[config.mk]
export PLATFORM = sky130hd
export DESIGN_NAME = wac_top
export DESIGN_NICKNAME = d
export VERILOG_FILES = /design/src/core/wac_pkg.sv /design/src/core/wac_reg.sv /design/src/core/wac_attr_pick.sv /design/src/core/wac_top.sv
export SDC_FILE = /design/constraint.sdc
export NUM_CORES = 1
export LEC_CHECK = 0
export ABC_AREA = 1
export BUFFER_PORTS_ARGS = -buffer_cell sky130_fd_sc_hd__buf_2
export CORE_AREA = 2 2 163 165
export DETAILED_ROUTE_END_ITERATION = 10
export DIE_AREA = 0 0 165 167
export SLEW_MARGIN = 20
export SYNTH_ARGS = -nofsm -noshare
export SYNTH_HDL_FRONTEND = slang
export SYNTH_SLANG_ARGS = --single-unit
[constraint.sdc]
create_clock -name mclk -period 2.19 [get_ports mclk]
set_clock_uncertainty 0.05 [all_clocks]
set_input_delay 0.219 -clock mclk [delete_from_list [all_inputs] [get_ports mclk]]
set_output_delay 0.219 -clock mclk [all_outputs]
set_load 0.03 [all_outputs]
[src/core/wac_pkg.sv]
// Package: constants and carriers for the walk attribute control registers
`default_nettype none
package wac_pkg;
   localparam int WAC_W = 64;
   // System register encoding fields
   localparam logic [1:0] ENC_OP0 = 2'h3;
   localparam logic [2:0] ENC_OP1_L1 = 3'h0;
   localparam logic [2:0] ENC_OP1_L2 = 3'h4;
   localparam logic [2:0] ENC_OP1_ALIAS = 3'h5;
   localparam logic [2:0] ENC_OP1_L3 = 3'h6;
   localparam logic [3:0] ENC_CRN = 4'hF;
   localparam logic [3:0] ENC_CRM = 4'h7;
   localparam logic [2:0] ENC_OP2_MAIN = 3'h0;
   localparam logic [2:0] ENC_OP2_S2 = 3'h1;
   // Field positions
   localparam int LOWER_ATTR0_EN_BIT = 0;
   localparam int LOWER_ATTR1_EN_BIT = 1;
   localparam int UPPER_ATTR0_EN_BIT = 4;
   localparam int UPPER_ATTR1_EN_BIT = 5;
   localparam int LOWER_ATTR0_VAL_BIT = 8;
   localparam int LOWER_ATTR1_VAL_BIT = 9;
   localparam int UPPER_ATTR0_VAL_BIT = 12;
   localparam int UPPER_ATTR1_VAL_BIT = 13;
   // Writable bits; everything else reads zero
   localparam logic [63:0] DUAL_MASK = 64'h0000_0000_0000_3333;
   localparam logic [63:0] SINGLE_MASK = 64'h0000_0000_0000_0303;
   localparam logic [63:0] RESET_VAL = 64'h0000_0000_0000_0000;
   // Exception levels
   localparam logic [1:0] EL0 = 2'h0;
   localparam logic [1:0] EL1 = 2'h1;
   localparam logic [1:0] EL2 = 2'h2;
   localparam logic [1:0] EL3 = 2'h3;

   typedef struct packed {
      logic valid;
      logic write;
      logic [1:0] op0;
      logic [2:0] op1;
      logic [3:0] crn;
      logic [3:0] crm;
      logic [2:0] op2;
      logic [63:0] wdata;
   } wac_req_s;

   typedef struct packed {
      logic valid;
      logic [1:0] el;
      logic upper_base;
      logic stage2;
   } wac_walk_s;

   typedef enum logic [4:0] {
      WAC_SEL_NONE = 5'h01,
      WAC_SEL_L1 = 5'h02,
      WAC_SEL_L2 = 5'h04,
      WAC_SEL_L3 = 5'h08,
      WAC_SEL_S2 = 5'h10
   } wac_sel_e;
endpackage
`default_nettype wire

[src/core/wac_reg.sv]
// One masked 64-bit control register with reset and write port
`default_nettype none
module wac_reg
   import wac_pkg::*;
#(
   parameter logic [63:0] MASK = 64'h0000_0000_0000_3333
)
(
   input wire logic mclk,
   input wire logic rst,
   input wire logic wr,
   input wire logic [63:0] wdata,
   output logic [63:0] q
);
   logic [63:0] next_q;

   always_comb
   begin
      next_q = q;
      if (wr)
      begin
         next_q = wdata & MASK;
      end
   end

   always_ff @(posedge mclk)
   begin
      if (rst)
      begin
         q <= RESET_VAL;
      end
      else
      begin
         q <= next_q;
      end
   end
endmodule // wac_reg
`default_nettype wire

[src/core/wac_attr_pick.sv]
// Selects one attribute bit from an enable and a value
`default_nettype none
module wac_attr_pick
(
   input wire logic en,
   input wire logic val,
   output logic attr
);
   // Clear enable forces the line low
   assign attr = en & val;
endmodule // wac_attr_pick
`default_nettype wire

[src/core/wac_top.sv]
// Walk attribute control register bank and walk attribute driver
// ======================================================================
// What this block does
// Upper base walk: bit13 drives attr1 if bit5
// Upper base walk: bit12 drives attr0 if bit4
// Lower base walk: bit9 drives attr1 if bit1
// Lower base walk: bit8 drives attr0 if bit0
// Attr1 low when its enable clear
// Attr0 low when its enable clear
// Registers 64 bits, dual reserved fields zero
// Each level register governs its own regime
// Single registers: bit9 drives attr1 if bit1
// Single registers: bit8 drives attr0 if bit0
// Stage 2 register only for enabled stage2
// No effect unless attribute support configured
// Level 2 with host mode: level1 reaches level2
// Alias undefined unless host mode set
// Level 1 traps also apply to alias
// Level 1 at 3,0,c15,c7,0
// Level 2 at 3,4,c15,c7,0
// Alias at 3,5,15,7,0
// Level 3 at 3,6,c15,c7,0
// Stage 2 at 3,4,c15,c7,1
// Level 2 register only at levels 2,3
// Level 3 register only at level 3
// Stage 2 register only at levels 2,3
// Reserved bits read zero, ignore writes
// Enables and values reset to zero
`default_nettype none
module wac_top
   import wac_pkg::*;
#(
   parameter bit ATTR_SUPPORT = 1'b1
)
(
   input wire logic mclk,
   input wire logic rst,
   input wire logic [1:0] cur_el,
   input wire logic host_hypervisor_mode,
   input wire logic level1_trap,
   input wire wac_pkg::wac_req_s req,
   output logic rsp_valid,
   output logic [63:0] rsp_rdata,
   output logic rsp_undef,
   output logic rsp_trap,
   input wire wac_pkg::wac_walk_s walk,
   output logic [1:0] page_hw_attribute_bits,
   output logic [63:0] walk_attr_ctrl_level1_q,
   output logic [63:0] walk_attr_ctrl_level2_q,
   output logic [63:0] walk_attr_ctrl_level3_q,
   output logic [63:0] stage2_walk_attr_ctrl_q
);
   import wac_pkg::*;

   // ======================================================================
   // Decode
   wac_sel_e sel;
   logic enc_hit;
   logic undef_c;
   logic trap_c;
   logic alias_hit;
   logic hit_l1;
   logic hit_l2;
   logic hit_l3;
   logic hit_s2;
   logic el_high;

   assign enc_hit = req.valid && req.op0 == ENC_OP0 && req.crn == ENC_CRN && req.crm == ENC_CRM;
   assign alias_hit = enc_hit && req.op1 == ENC_OP1_ALIAS && req.op2 == ENC_OP2_MAIN;
   assign hit_l1 = enc_hit && req.op1 == ENC_OP1_L1 && req.op2 == ENC_OP2_MAIN;
   assign hit_l2 = enc_hit && req.op1 == ENC_OP1_L2 && req.op2 == ENC_OP2_MAIN;
   assign hit_l3 = enc_hit && req.op1 == ENC_OP1_L3 && req.op2 == ENC_OP2_MAIN;
   assign hit_s2 = enc_hit && req.op1 == ENC_OP1_L2 && req.op2 == ENC_OP2_S2;
   // Level 2 and stage 2 registers share one access check
   assign el_high = cur_el == EL2 || cur_el == EL3;

   always_comb
   begin
      sel = WAC_SEL_NONE;
      undef_c = 1'b0;
      trap_c = 1'b0;
      if (enc_hit)
      begin
         if (hit_l1)
         begin
            if (cur_el == EL0)
            begin
               undef_c = 1'b1;
            end
            else if (cur_el == EL2 && host_hypervisor_mode)
            begin
               sel = WAC_SEL_L2;
            end
            else if (cur_el == EL1 && level1_trap)
            begin
               trap_c = 1'b1;
            end
            else
            begin
               sel = WAC_SEL_L1;
            end
         end
         else if (alias_hit)
         begin
            // Alias only reachable from the higher levels
            if (!host_hypervisor_mode || cur_el == EL0 || cur_el == EL1)
            begin
               undef_c = 1'b1;
            end
            else if (level1_trap && cur_el == EL2)
            begin
               trap_c = 1'b1;
            end
            else
            begin
               sel = WAC_SEL_L1;
            end
         end
         else if (hit_l2)
         begin
            if (el_high)
            begin
               sel = WAC_SEL_L2;
            end
            else
            begin
               undef_c = 1'b1;
            end
         end
         else if (hit_s2)
         begin
            if (el_high)
            begin
               sel = WAC_SEL_S2;
            end
            else
            begin
               undef_c = 1'b1;
            end
         end
         else if (hit_l3)
         begin
            if (cur_el == EL3)
            begin
               sel = WAC_SEL_L3;
            end
            else
            begin
               undef_c = 1'b1;
            end
         end
         else
         begin
            undef_c = 1'b1;
         end
      end
      else if (req.valid)
      begin
         undef_c = 1'b1;
      end
   end

   // ======================================================================
   // Register storage
   logic wr_go;
   logic wr_l1;
   logic wr_l2;
   logic wr_l3;
   logic wr_s2;

   // Refused accesses leave sel at none, so no strobe fires
   assign wr_go = req.valid && req.write;
   assign wr_l1 = wr_go && sel == WAC_SEL_L1;
   assign wr_l2 = wr_go && sel == WAC_SEL_L2;
   assign wr_l3 = wr_go && sel == WAC_SEL_L3;
   assign wr_s2 = wr_go && sel == WAC_SEL_S2;

   wac_reg #(.MASK(DUAL_MASK)) u_l1
   (
      .mclk(mclk),
      .rst(rst),
      .wr(wr_l1),
      .wdata(req.wdata),
      .q(walk_attr_ctrl_level1_q)
   );

   wac_reg #(.MASK(DUAL_MASK)) u_l2
   (
      .mclk(mclk),
      .rst(rst),
      .wr(wr_l2),
      .wdata(req.wdata),
      .q(walk_attr_ctrl_level2_q)
   );

   wac_reg #(.MASK(SINGLE_MASK)) u_l3
   (
      .mclk(mclk),
      .rst(rst),
      .wr(wr_l3),
      .wdata(req.wdata),
      .q(walk_attr_ctrl_level3_q)
   );

   wac_reg #(.MASK(SINGLE_MASK)) u_s2
   (
      .mclk(mclk),
      .rst(rst),
      .wr(wr_s2),
      .wdata(req.wdata),
      .q(stage2_walk_attr_ctrl_q)
   );

   // ======================================================================
   // Read answer, registered one cycle after the request
   logic next_rsp_valid;
   logic [63:0] next_rsp_rdata;
   logic next_rsp_undef;
   logic next_rsp_trap;

   always_comb
   begin
      next_rsp_valid = req.valid;
      next_rsp_undef = undef_c;
      next_rsp_trap = trap_c;
      next_rsp_rdata = 64'h0000_0000_0000_0000;
      if (!req.write)
      begin
         case (sel)
            WAC_SEL_L1: next_rsp_rdata = walk_attr_ctrl_level1_q;
            WAC_SEL_L2: next_rsp_rdata = walk_attr_ctrl_level2_q;
            WAC_SEL_L3: next_rsp_rdata = walk_attr_ctrl_level3_q;
            WAC_SEL_S2: next_rsp_rdata = stage2_walk_attr_ctrl_q;
            default: next_rsp_rdata = 64'h0000_0000_0000_0000;
         endcase
      end
   end

   always_ff @(posedge mclk)
   begin
      if (rst)
      begin
         rsp_valid <= 1'b0;
         rsp_rdata <= 64'h0000_0000_0000_0000;
         rsp_undef <= 1'b0;
         rsp_trap <= 1'b0;
      end
      else
      begin
         rsp_valid <= next_rsp_valid;
         rsp_rdata <= next_rsp_rdata;
         rsp_undef <= next_rsp_undef;
         rsp_trap <= next_rsp_trap;
      end
   end

   // ======================================================================
   // Walk attribute selection
   logic [63:0] walk_reg;
   logic en1;
   logic en0;
   logic val1;
   logic val0;
   logic [1:0] attr_c;
   logic [1:0] next_attr;
   logic single_reg;

   assign single_reg = walk.stage2 || walk.el == EL3;

   always_comb
   begin
      walk_reg = 64'h0000_0000_0000_0000;
      if (walk.stage2)
      begin
         // Stage 2 walks only exist in the level 1 regime
         if (walk.el == EL1 || walk.el == EL0)
         begin
            walk_reg = stage2_walk_attr_ctrl_q;
         end
      end
      else
      begin
         case (walk.el)
            EL0: walk_reg = walk_attr_ctrl_level1_q;
            EL1: walk_reg = walk_attr_ctrl_level1_q;
            EL2: walk_reg = walk_attr_ctrl_level2_q;
            EL3: walk_reg = walk_attr_ctrl_level3_q;
            default: walk_reg = 64'h0000_0000_0000_0000;
         endcase
      end
      // Single registers ignore the base choice
      if (walk.upper_base && !single_reg)
      begin
         en1 = walk_reg[UPPER_ATTR1_EN_BIT];
         val1 = walk_reg[UPPER_ATTR1_VAL_BIT];
         en0 = walk_reg[UPPER_ATTR0_EN_BIT];
         val0 = walk_reg[UPPER_ATTR0_VAL_BIT];
      end
      else
      begin
         en1 = walk_reg[LOWER_ATTR1_EN_BIT];
         val1 = walk_reg[LOWER_ATTR1_VAL_BIT];
         en0 = walk_reg[LOWER_ATTR0_EN_BIT];
         val0 = walk_reg[LOWER_ATTR0_VAL_BIT];
      end
   end

   wac_attr_pick u_pick1
   (
      .en(en1),
      .val(val1),
      .attr(attr_c[1])
   );

   wac_attr_pick u_pick0
   (
      .en(en0),
      .val(val0),
      .attr(attr_c[0])
   );

   always_comb
   begin
      next_attr = 2'h0;
      if (walk.valid && ATTR_SUPPORT)
      begin
         next_attr = attr_c;
      end
   end

   always_ff @(posedge mclk)
   begin
      if (rst)
      begin
         page_hw_attribute_bits <= 2'h0;
      end
      else
      begin
         page_hw_attribute_bits <= next_attr;
      end
   end
endmodule // wac_top
`default_nettype wire

Yosys cells after proc, flatten, opt, wreduce, memory -nomap -nowiden

Cells that the tools add are included.

Register bits: 93
Logic and storage cells: 106

Equality and inequality tests: 17
Multiplexer cells: 40
Bitwise logic cells: 4
Reductions and logical operators: 36

Operator list:

| cell                                                            | count |
|---|---|
| 14-bit case mux with 4 select lines                             | 1 |
| 14-bit case mux with 3 select lines                             | 1 |
| 5-bit two-way mux                                               | 6 |
| 1-bit two-way mux                                               | 22 |
| 1-bit logical AND                                               | 21 |
| 14-bit two-way mux                                              | 1 |
| 2-bit == test, second input constant                            | 5 |
| 10-bit two-way mux                                              | 1 |
| 3-bit == test, second input constant                            | 3 |
| 3-bit two-way mux                                               | 3 |
| 4-bit two-way mux                                               | 2 |
| 2-bit OR reduction                                              | 4 |
| 3-bit zero test                                                 | 2 |
| 2-bit two-way mux                                               | 3 |
| 5-bit by 2-bit == test with 1-bit output, second input constant | 1 |
| 5-bit by 3-bit == test with 1-bit output, second input constant | 1 |
| 5-bit by 4-bit == test with 1-bit output, second input constant | 1 |
| 5-bit == test, second input constant                            | 1 |
| 1-bit logical OR                                                | 5 |
| 2-bit by 1-bit == test with 1-bit output, second input constant | 2 |
| 4-bit by 3-bit == test with 1-bit output, second input constant | 1 |
| 4-bit == test, second input constant                            | 1 |
| 2-bit zero test                                                 | 2 |
| 3-bit by 1-bit == test with 1-bit output, second input constant | 1 |
| other kinds (3)                                                 | 6 |

Longest topological paths before layout

Gate-level depths: netlist of run 1.

Depth in word-level cells: 14
Depth in mapped cells: 12
Mapped depth without buffers: 11

By module

A second synthesis of run 1 with hierarchy kept.

Cells, all modules: 1035
Area total of the unflattened synthesis: 6947.9 um^2

Modules (own cells, without submodules):

| module             | instances | cells an instance | area each (um^2) | seq. area each (um^2) |
|---|---|---|---|---|
| wac_top            | 1         | 641               | 4147.7           | 1381.3 |
| wac_reg (u_l1 ...) | 2         | 108               | 765.7            | 160.2 |
| wac_reg (u_l3 ...) | 2         | 87                | 626.9            | 80.1 |
| wac_attr_pick      | 2         | 2                 | 7.5              | 0.0 |

Worst setup path before layout of run 1

Ideal clock, no wire load.

Kind: input -> register
From: input port req[70] (netlist bit)
To: register u_l2.q[0]
Arrival time: 1312 ps
Data required time: 2027 ps
Slack: 715 ps
Stages on the path: 11
Buffers on the path: 1
Cell sequence: inv_1 -> nand2_1 -> nor2_1 -> nand2_1 -> nor2_2 -> nand2_2 -> o21ai_4 -> nand2_4 -> buf_6 -> nor2_1 -> nor2_1

Longest elaborated chain between the ends: 12
Elaborated cells on any way between the ends: 19
Those cells by class: eq/ne: 2; mux: 6; reduce/logical: 11

RTL lines:

| what                                         | line           | source |
|---|---|---|
| start, declared                              | wac_top.sv:41  | `input wire wac_pkg::wac_req_s req,` |
| 4-bit by 3-bit == test with 1-bit output (*) | wac_top.sv:68  | `assign enc_hit = req.valid && req.op0 == ENC_OP0 && req.crn == ENC_CRN && req.crm == ENC_CRM;` |
| 1-bit logical AND (*)                        | wac_top.sv:68  |  |
| 1-bit logical AND (2 in series)              | wac_top.sv:72  | `assign hit_l3 = enc_hit && req.op1 == ENC_OP1_L3 && req.op2 == ENC_OP2_MAIN;` |
| 4-bit two-way mux                            | wac_top.sv:141 | `else if (hit_l3)` |
| 5-bit two-way mux                            | wac_top.sv:130 | `else if (hit_s2)` |
| 5-bit two-way mux                            | wac_top.sv:119 | `else if (hit_l2)` |
| 5-bit two-way mux                            | wac_top.sv:103 | `else if (alias_hit)` |
| 5-bit two-way mux                            | wac_top.sv:84  | `if (hit_l1)` |
| 5-bit two-way mux (*)                        | wac_top.sv:82  | `if (enc_hit)` |
| 5-bit by 3-bit == test with 1-bit output (*) | wac_top.sv:174 | `assign wr_l2 = wr_go && sel == WAC_SEL_L2;` |
| 1-bit logical AND (*)                        | wac_top.sv:174 |  |
| end signal, assigned                         | wac_reg.sv:34  | `q <= next_q;` |
| end, declared                                | wac_reg.sv:13  | `output logic [63:0] q` |

Mark *: on every way between the ends. The rest lies on a longest branch, timed or not.
A chain may end at the register's enable or synchronous reset.

Worst setup path in the final report of run 1

From: input port req[70] (netlist bit)
To: register rsp_rdata[1]

Longest elaborated chain between the ends: 12
Elaborated cells on any way between the ends: 22
Those cells by class: eq/ne: 5; mux: 7; reduce/logical: 10

RTL lines:

| what                                         | line           | source |
|---|---|---|
| 4-bit by 3-bit == test with 1-bit output (*) | wac_top.sv:68  |  |
| 1-bit logical AND (*)                        | wac_top.sv:68  |  |
| 1-bit logical AND (2 in series)              | wac_top.sv:72  |  |
| 4-bit two-way mux                            | wac_top.sv:141 |  |
| 5-bit two-way mux                            | wac_top.sv:130 |  |
| 5-bit two-way mux                            | wac_top.sv:119 |  |
| 5-bit two-way mux                            | wac_top.sv:103 |  |
| 5-bit two-way mux                            | wac_top.sv:84  |  |
| 5-bit two-way mux (*)                        | wac_top.sv:82  |  |
| 5-bit == test, or another cell as far along  | wac_top.sv:229 | `case (sel)` |
| 14-bit case mux with 4 select lines (*)      | wac_top.sv:229 |  |
| end signal, assigned                         | wac_top.sv:251 | `rsp_rdata <= next_rsp_rdata;` |
| end, declared                                | wac_top.sv:43  | `output logic [63:0] rsp_rdata,` |

Marks and branches as above.

==> impl_metrics.env, run 1 <==
export IMPL_dieArea_mm2=0.0276
export IMPL_cp_data_arrival_time_ns=1.79
export IMPL_worst_pin_slew_ns=0.698
export IMPL_coreArea_mm2=0.0258
export IMPL_ys_top_cells_by_area="buf_4 (52%), dfxtp_1 (18%), nand2_1 (8.3%)"
export IMPL_insertion_delay_ns=0.29
export IMPL_final_common_cell="conb_1"
export IMPL_grt_setup_unrepaired="no"
export IMPL_drv_slew=0
export IMPL_fin_tns_setup_ns=0
export IMPL_ys_types=27
export IMPL_hold_depth=2
export IMPL_grt_util_all_layers_pct=6.49
export IMPL_critPathMaxFanout=8
export IMPL_num_fill_cells=2941
export IMPL_r2r_slack_ns=1.07
export IMPL_status="finished clean"
export IMPL_hpwl_um=8460
export IMPL_cap_violations=0
export IMPL_postLayoutSetupSlackWorst_ns=0.568
export IMPL_clkTransAtPathRegs_ns=0.05
export IMPL_gp_congestion=0.895
export IMPL_dp_cells=1017
export IMPL_ys_warn_count=0
export IMPL_r2r_worst_path_cells=6
export IMPL_antenna_found_initial=0
export IMPL_crit_path_start_kind="input pin"
export IMPL_clk_root_buffer_cell="clkbuf_16"
export IMPL_antennaDiodeCount=0
export IMPL_wl_um=9770
export IMPL_hp_start="rst"
export IMPL_p_leak_nw=2.34
export IMPL_placementRows=59
export IMPL_pwr_share_seq_pct=31.2
export IMPL_synthAdderAreaFrac_pct=0
export IMPL_synth_top_family_by_area="buffers and inverters"
export IMPL_finalHoldViolations=0
export IMPL_drc=0
export IMPL_vdd_ir_drop_max_mv=0.231
export IMPL_cts_sinks=37
export IMPL_clk_path_buf_depth=2
export IMPL_htree_levels=2
export IMPL_maxSlewHeadroom_pct=53.4
export IMPL_grt_overflow_total=0
export IMPL_syn_avg_cell_area_um2=6.81
export IMPL_timing_rr_end="page_hw_attribute_bits[0]"
export IMPL_synth_cells=614
export IMPL_postCtsSetupBuffers=0
export IMPL_instances_no_fill=1024
export IMPL_end_kind="register"
export IMPL_layout_drive_gt1_share_pct=13.6
export IMPL_final_setup_viol_count=0
export IMPL_synth_area_mux_share_pct=0
export IMPL_dr_pass1_iters=4
export IMPL_ys_seq_area_share_pct=17.7
export IMPL_vias_per_cell=2.93
export IMPL_die_w_um=165
export IMPL_timing_rr_start="u_l1.q[8]"
export IMPL_cts_repair_resized=0
export IMPL_clock_fmax_ghz=0.616
export IMPL_synth_compound_area_share_pct=3.92
export IMPL_grt_pass1_wl_um=13400
export IMPL_swShare_pct=46.4
export IMPL_grt_max_degree=24
export IMPL_die_h_um=167
export IMPL_pwr_share_clk_pct=33.3
export IMPL_cts_tree="done"
export IMPL_syn_area_mm2=0.00418
export IMPL_wire_per_inst_um=9.54
export IMPL_start_util_pct=16.2
export IMPL_synth_xor_area_share_pct=0
export IMPL_p_switching_mw=1.00
export IMPL_holdPathEnd="u_l1.q[9]"
export IMPL_yosysTopAreaCell="buf_4"
export IMPL_p_comb_share_pct=35.5
export IMPL_synth_top_cell_area_share_pct=51.9
export IMPL_pre_cts_slack_ns=0.280
export IMPL_crit_type="in -> reg"
export IMPL_vias=2998
export IMPL_layout_common_cells="conb_1 (288), nand2_1 (92), buf_2 (73), nor2_1 (66), inv_1 (43)"
export IMPL_cts_buffers=5
export IMPL_intPower_mw=1.16
export IMPL_hp_class="in -> reg"
export IMPL_period_minus_slack_ns=1.62
export IMPL_synthToLayoutAreaGrowth_pct=-4.19
export IMPL_ant_nets=0
export IMPL_portBuffers=73
export IMPL_ios=418
export IMPL_grt_pass1_vias=2329
export IMPL_nNetsFinal=782
export IMPL_synth_seq_cells=37
export IMPL_required_ns=2.36
export IMPL_yosys_area_share_simple_pct=21.7
export IMPL_post_route_period_util_pct=74.1
export IMPL_power_per_cell_area_mw_per_mm2=540
export IMPL_drt_initial_drc_count=244
export IMPL_holdBufCountCts=0
==> layout make-up <==
type	count	area, µm²	area share (%)
Clock buffer	7	143	3.56
Inverter	44	165	4.12
Multi-Input combinational cell	525	2150	53.7
Sequential cell	37	741	18.5
Tap cell	335	419	10.5
Timing Repair Buffer	76	388	9.68
==> power by group through the flow <==
stage	logic, mW	clock network [mW]	registers [mW]
after floorplan	1.09	0	0.694
after global placement	0.754	0	0.690
after detailed placement	0.755	0	0.690
after CTS	0.756	0.739	0.675
after global routing	0.812	0.756	0.676
final	0.769	0.722	0.676
==> stage by stage <==
stage	total power [mW]	cell area, µm²	utilization, %	hold slack, ns
final	2.17	4010	15.6	0.117
after global routing	2.24	4010	15.6	0.123
after CTS	2.17	4010	15.6	0.116
after detailed placement	1.45	3870	15.0	0.416
after global placement	1.44	3870	15.0	0.414
after floorplan	1.78	5260	-	0.238
==> registers in the layout, indices dropped and copies added, names as in the netlist <==
| register | cells |
|---|---|
| u_l3.q | 4 |
| u_l1.q | 8 |
| rsp_undef | 1 |
| rsp_valid | 1 |
| u_l2.q | 8 |
| u_s2.q | 4 |
| rsp_trap | 1 |
| rsp_rdata | 8 |
| page_hw_attribute_bits | 2 |
==> per-layer routing <==
layer  vias to the layer above  share of wire (%)  global-route usage (%)
met3                        18                6.5                   0.822
met2                       212                 53                    12.3
met1                      1305                 38                    7.03
li1                       1463                  -                       -
met5                         -                  0                       0
met4                         0                3.0                    2.99
==> kinds of logic after synthesis <==
kind of cell           count (synthesis)
AOI/OAI and AO/OA                     28
buffers and inverters                339
and+or+nand+nor                      209
DFF                                   37
other                                  1
==> worst max-delay path: stages <==
cell and delay [ns]:
buf_2 0.10, inv_1 0.08, nand2_1 0.07, nor2_1 0.15, nand3b_1 0.21, nor2_4 0.21
nand2_1 0.17, nand2_1 0.11, nor2_1 0.05, nand2_1 0.06, nand3_2 0.19, nor2_1 0.17
==> worst max path at each step <==
stage | startpoint | end | slack (ns) | cells past startpoint
2_1_floorplan | req[70] | u_l2.q[0] | 0.72 | 11
3_3_place_gp | req[70] | u_l2.q[9] | 0.32 | 12
3_5_place_dp | req[70] | rsp_rdata[1] | 0.28 | 12
4_1_cts | req[70] | rsp_rdata[1] | 0.57 | 12
5_1_grt | req[70] | rsp_rdata[0] | 0.36 | 12
6_report | req[70] | rsp_rdata[1] | 0.57 | 12
==> synthesized netlist by cell type <==
cell      count
nor3_1        5
o221ai_1      1
nor2_2        2
nand2_4       1
nand4_1       8
nand3_2       1
nor3_4        1
nand2_2       4
clkbuf_1      3
buf_6         1
conb_1        1
a21oi_1       9
nor4_1        1
nand2_1      92
nor3_2        1
buf_2         2
o21ai_0      10
o21ai_4       1
nor2_1       66
buf_4       289
inv_1        43
nand3_1      23
o22ai_1       7
nor2_4        1
nand3b_1      3
clkinv_1      1
dfxtp_1      37
(Power assumes the default switching activity.)
==> run 2: changes to the inputs <==
--- a/config.mk
+++ b/config.mk
@@ -7,9 +7,9 @@
 export LEC_CHECK = 0
 export ABC_AREA = 1
 export BUFFER_PORTS_ARGS = -buffer_cell sky130_fd_sc_hd__buf_2
-export CORE_AREA = 2 2 163 165
+export CORE_AREA = 2 2 164 166
 export DETAILED_ROUTE_END_ITERATION = 10
-export DIE_AREA = 0 0 165 167
+export DIE_AREA = 0 0 166 168
 export SLEW_MARGIN = 20
 export SYNTH_ARGS = -nofsm -noshare
 export SYNTH_HDL_FRONTEND = slang
==> constraint.sdc (replaced) <==
create_clock -name mclk -period 1.47 [get_ports mclk]
set_clock_uncertainty 0.05 [all_clocks]
set_input_delay 0.147 -clock mclk [delete_from_list [all_inputs] [get_ports mclk]]
set_output_delay 0.147 -clock mclk [all_outputs]
set_load 0.03 [all_outputs]
==> run 2 against run 1 <==
Against the previous run: non-clock buffer count up 28; worst setup slack worse by 0.40 ns; clock power up 45%; hold slack worse by 0.058 ns; utilization up 0.58 points; via count up 4.4%; die area up 1.2%; sequential power up 49%; total power up 49%; cell count up 3.3%; combinational power up 52%; critical path type unchanged; highest routed layer unchanged.
==> impl_metrics.env, run 2 (same netlist as run 1, synthesis figures left out) <==
export IMPL_cap_violations=0
export IMPL_cts_tree="done"
export IMPL_holdPathEnd="u_l2.q[12]"
export IMPL_gp_congestion=0.911
export IMPL_layout_common_cells="conb_1 (288), nand2_1 (92), buf_2 (73), nor2_1 (65), inv_1 (43)"
export IMPL_r2r_slack_ns=0.38
export IMPL_post_route_period_util_pct=88.3
export IMPL_required_ns=1.64
export IMPL_dr_pass1_iters=4
export IMPL_ant_nets=0
export IMPL_portBuffers=73
export IMPL_grt_overflow_total=0
export IMPL_drc=0
export IMPL_crit_path_start_kind="input pin"
export IMPL_hp_start="req[12]"
export IMPL_vias=3131
export IMPL_cp_data_arrival_time_ns=1.46
export IMPL_layout_drive_gt1_share_pct=17.2
export IMPL_swShare_pct=45.6
export IMPL_die_w_um=166
export IMPL_grt_max_degree=17
export IMPL_ios=418
export IMPL_grt_setup_unrepaired="no"
export IMPL_timing_rr_end="page_hw_attribute_bits[1]"
export IMPL_period_minus_slack_ns=1.30
export IMPL_hp_class="in -> reg"
export IMPL_start_util_pct=15.9
export IMPL_final_common_cell="conb_1"
export IMPL_placementRows=60
export IMPL_grt_pass1_vias=2419
export IMPL_r2r_worst_path_cells=6
export IMPL_pwr_share_seq_pct=31.2
export IMPL_drt_initial_drc_count=141
export IMPL_timing_rr_start="u_l1.q[9]"
export IMPL_nNetsFinal=810
export IMPL_top_regs="rsp_rdata: 8 flops, u_l1.q: 8 flops, u_l2.q: 8 flops"
export IMPL_dp_cells=1051
export IMPL_instances_no_fill=1058
export IMPL_hpwl_um=8520
export IMPL_clkTransAtPathRegs_ns=0.05
export IMPL_antenna_found_initial=0
export IMPL_wl_um=9710
export IMPL_die_h_um=168
export IMPL_vdd_ir_drop_max_mv=0.362
export IMPL_cts_sinks=37
export IMPL_finalHoldViolations=0
export IMPL_clk_path_buf_depth=2
export IMPL_htree_levels=2
export IMPL_power_per_cell_area_mw_per_mm2=759
export IMPL_dieArea_mm2=0.0279
export IMPL_final_setup_viol_count=0
export IMPL_pre_cts_slack_ns=-0.141
export IMPL_antennaDiodeCount=0
export IMPL_cts_buffers=5
export IMPL_grt_util_all_layers_pct=6.33
export IMPL_grt_pass1_wl_um=13600
export IMPL_clock_fmax_ghz=0.770
export IMPL_end_kind="register"
export IMPL_critPathMaxFanout=8
export IMPL_drv_slew=0
export IMPL_clk_root_buffer_cell="clkbuf_16"
export IMPL_postCtsSetupBuffers=0
export IMPL_synthToLayoutAreaGrowth_pct=1.67
export IMPL_vias_per_cell=2.96
export IMPL_status="finished clean"
export IMPL_pwr_share_clk_pct=32.5
export IMPL_wire_per_inst_um=9.18
export IMPL_intPower_mw=1.76
export IMPL_postLayoutSetupSlackWorst_ns=0.171
export IMPL_hold_depth=3
export IMPL_p_comb_share_pct=36.3
export IMPL_p_leak_nw=2.48
export IMPL_crit_type="in -> reg"
export IMPL_coreArea_mm2=0.0264
export IMPL_insertion_delay_ns=0.28
export IMPL_p_switching_mw=1.47
[run 2: power groups by stage]
stage | logic [mW] | registers [mW] | clock network [mW]
after CTS | 1.15 | 1.01 | 1.08
final | 1.17 | 1.01 | 1.05
after global placement | 1.15 | 1.03 | 0
after floorplan | 1.62 | 1.03 | 0
after global routing | 1.23 | 1.01 | 1.11
after detailed placement | 1.15 | 1.03 | 0
[run 2: what timing repair did]
item | CTS | global route
setup endpoints to repair | 0 | 1
gates resized for setup | 0 | 1
hold buffers | 0 | 0
[run 2: area by class of cell]
cell class	instances	area (µm²)
multi-input cells	525	2160
flip-flops and latches	37	741
fillers	2972	22100
inverters	44	165
clock buffers	7	143
repair buffers	104	623
well taps	341	427
[run 2: per-stage QoR]
stage | power (mW) | util [%] | TNS (ns) | hold slack [ns] | area (µm²)
2_1_floorplan | 2.65 | - | 0 | 0.166 | 5260
3_3_place_gp | 2.18 | 15.6 | -2.23 | 0.345 | 4110
4_1_cts | 3.24 | 16.1 | 0 | 0.0540 | 4250
6_report | 3.23 | 16.1 | 0 | 0.0590 | 4250
3_5_place_dp | 2.18 | 15.6 | -2.69 | 0.346 | 4110
5_1_grt | 3.35 | 16.1 | 0 | 0.0669 | 4250
[run 2: worst max path at each step]
| stage | start | to | slack (ns) | cells after the start |
|---|---|---|---|---|
| after floorplan | req[70] | u_l2.q[0] | 0.07 | 11 |
| after global placement | req[70] | rsp_rdata[9] | -0.12 | 13 |
| after detailed placement | req[70] | rsp_rdata[9] | -0.14 | 13 |
| after CTS | req[70] | rsp_rdata[9] | 0.15 | 13 |
| after global routing | req[70] | u_s2.q[8] | 0.004 | 11 |
| final | req[70] | rsp_rdata[9] | 0.17 | 13 |
[run 2: per-layer routing]
metal / GRT usage (%) / wire length (µm) / up-vias
met5: 0 / 0 / -
met4: 2.34 / 195 / 0
met3: 0.635 / 700 / 9
met2: 12.4 / 5160 / 214
met1: 7.00 / 3660 / 1391
li1: - / - / 1517
[run 2: worst max-delay path, cell delays in order]
cell,delay [ns]
buf_2,0.09
inv_1,0.06
nand2_1,0.05
nor2_1,0.12
nand2_1,0.08
nor2_2,0.14
nand2_2,0.11
o21ai_4,0.22
buf_12,0.16
nand2_1,0.05
nand2_1,0.09
nor2_1,0.05
nor2_1,0.07
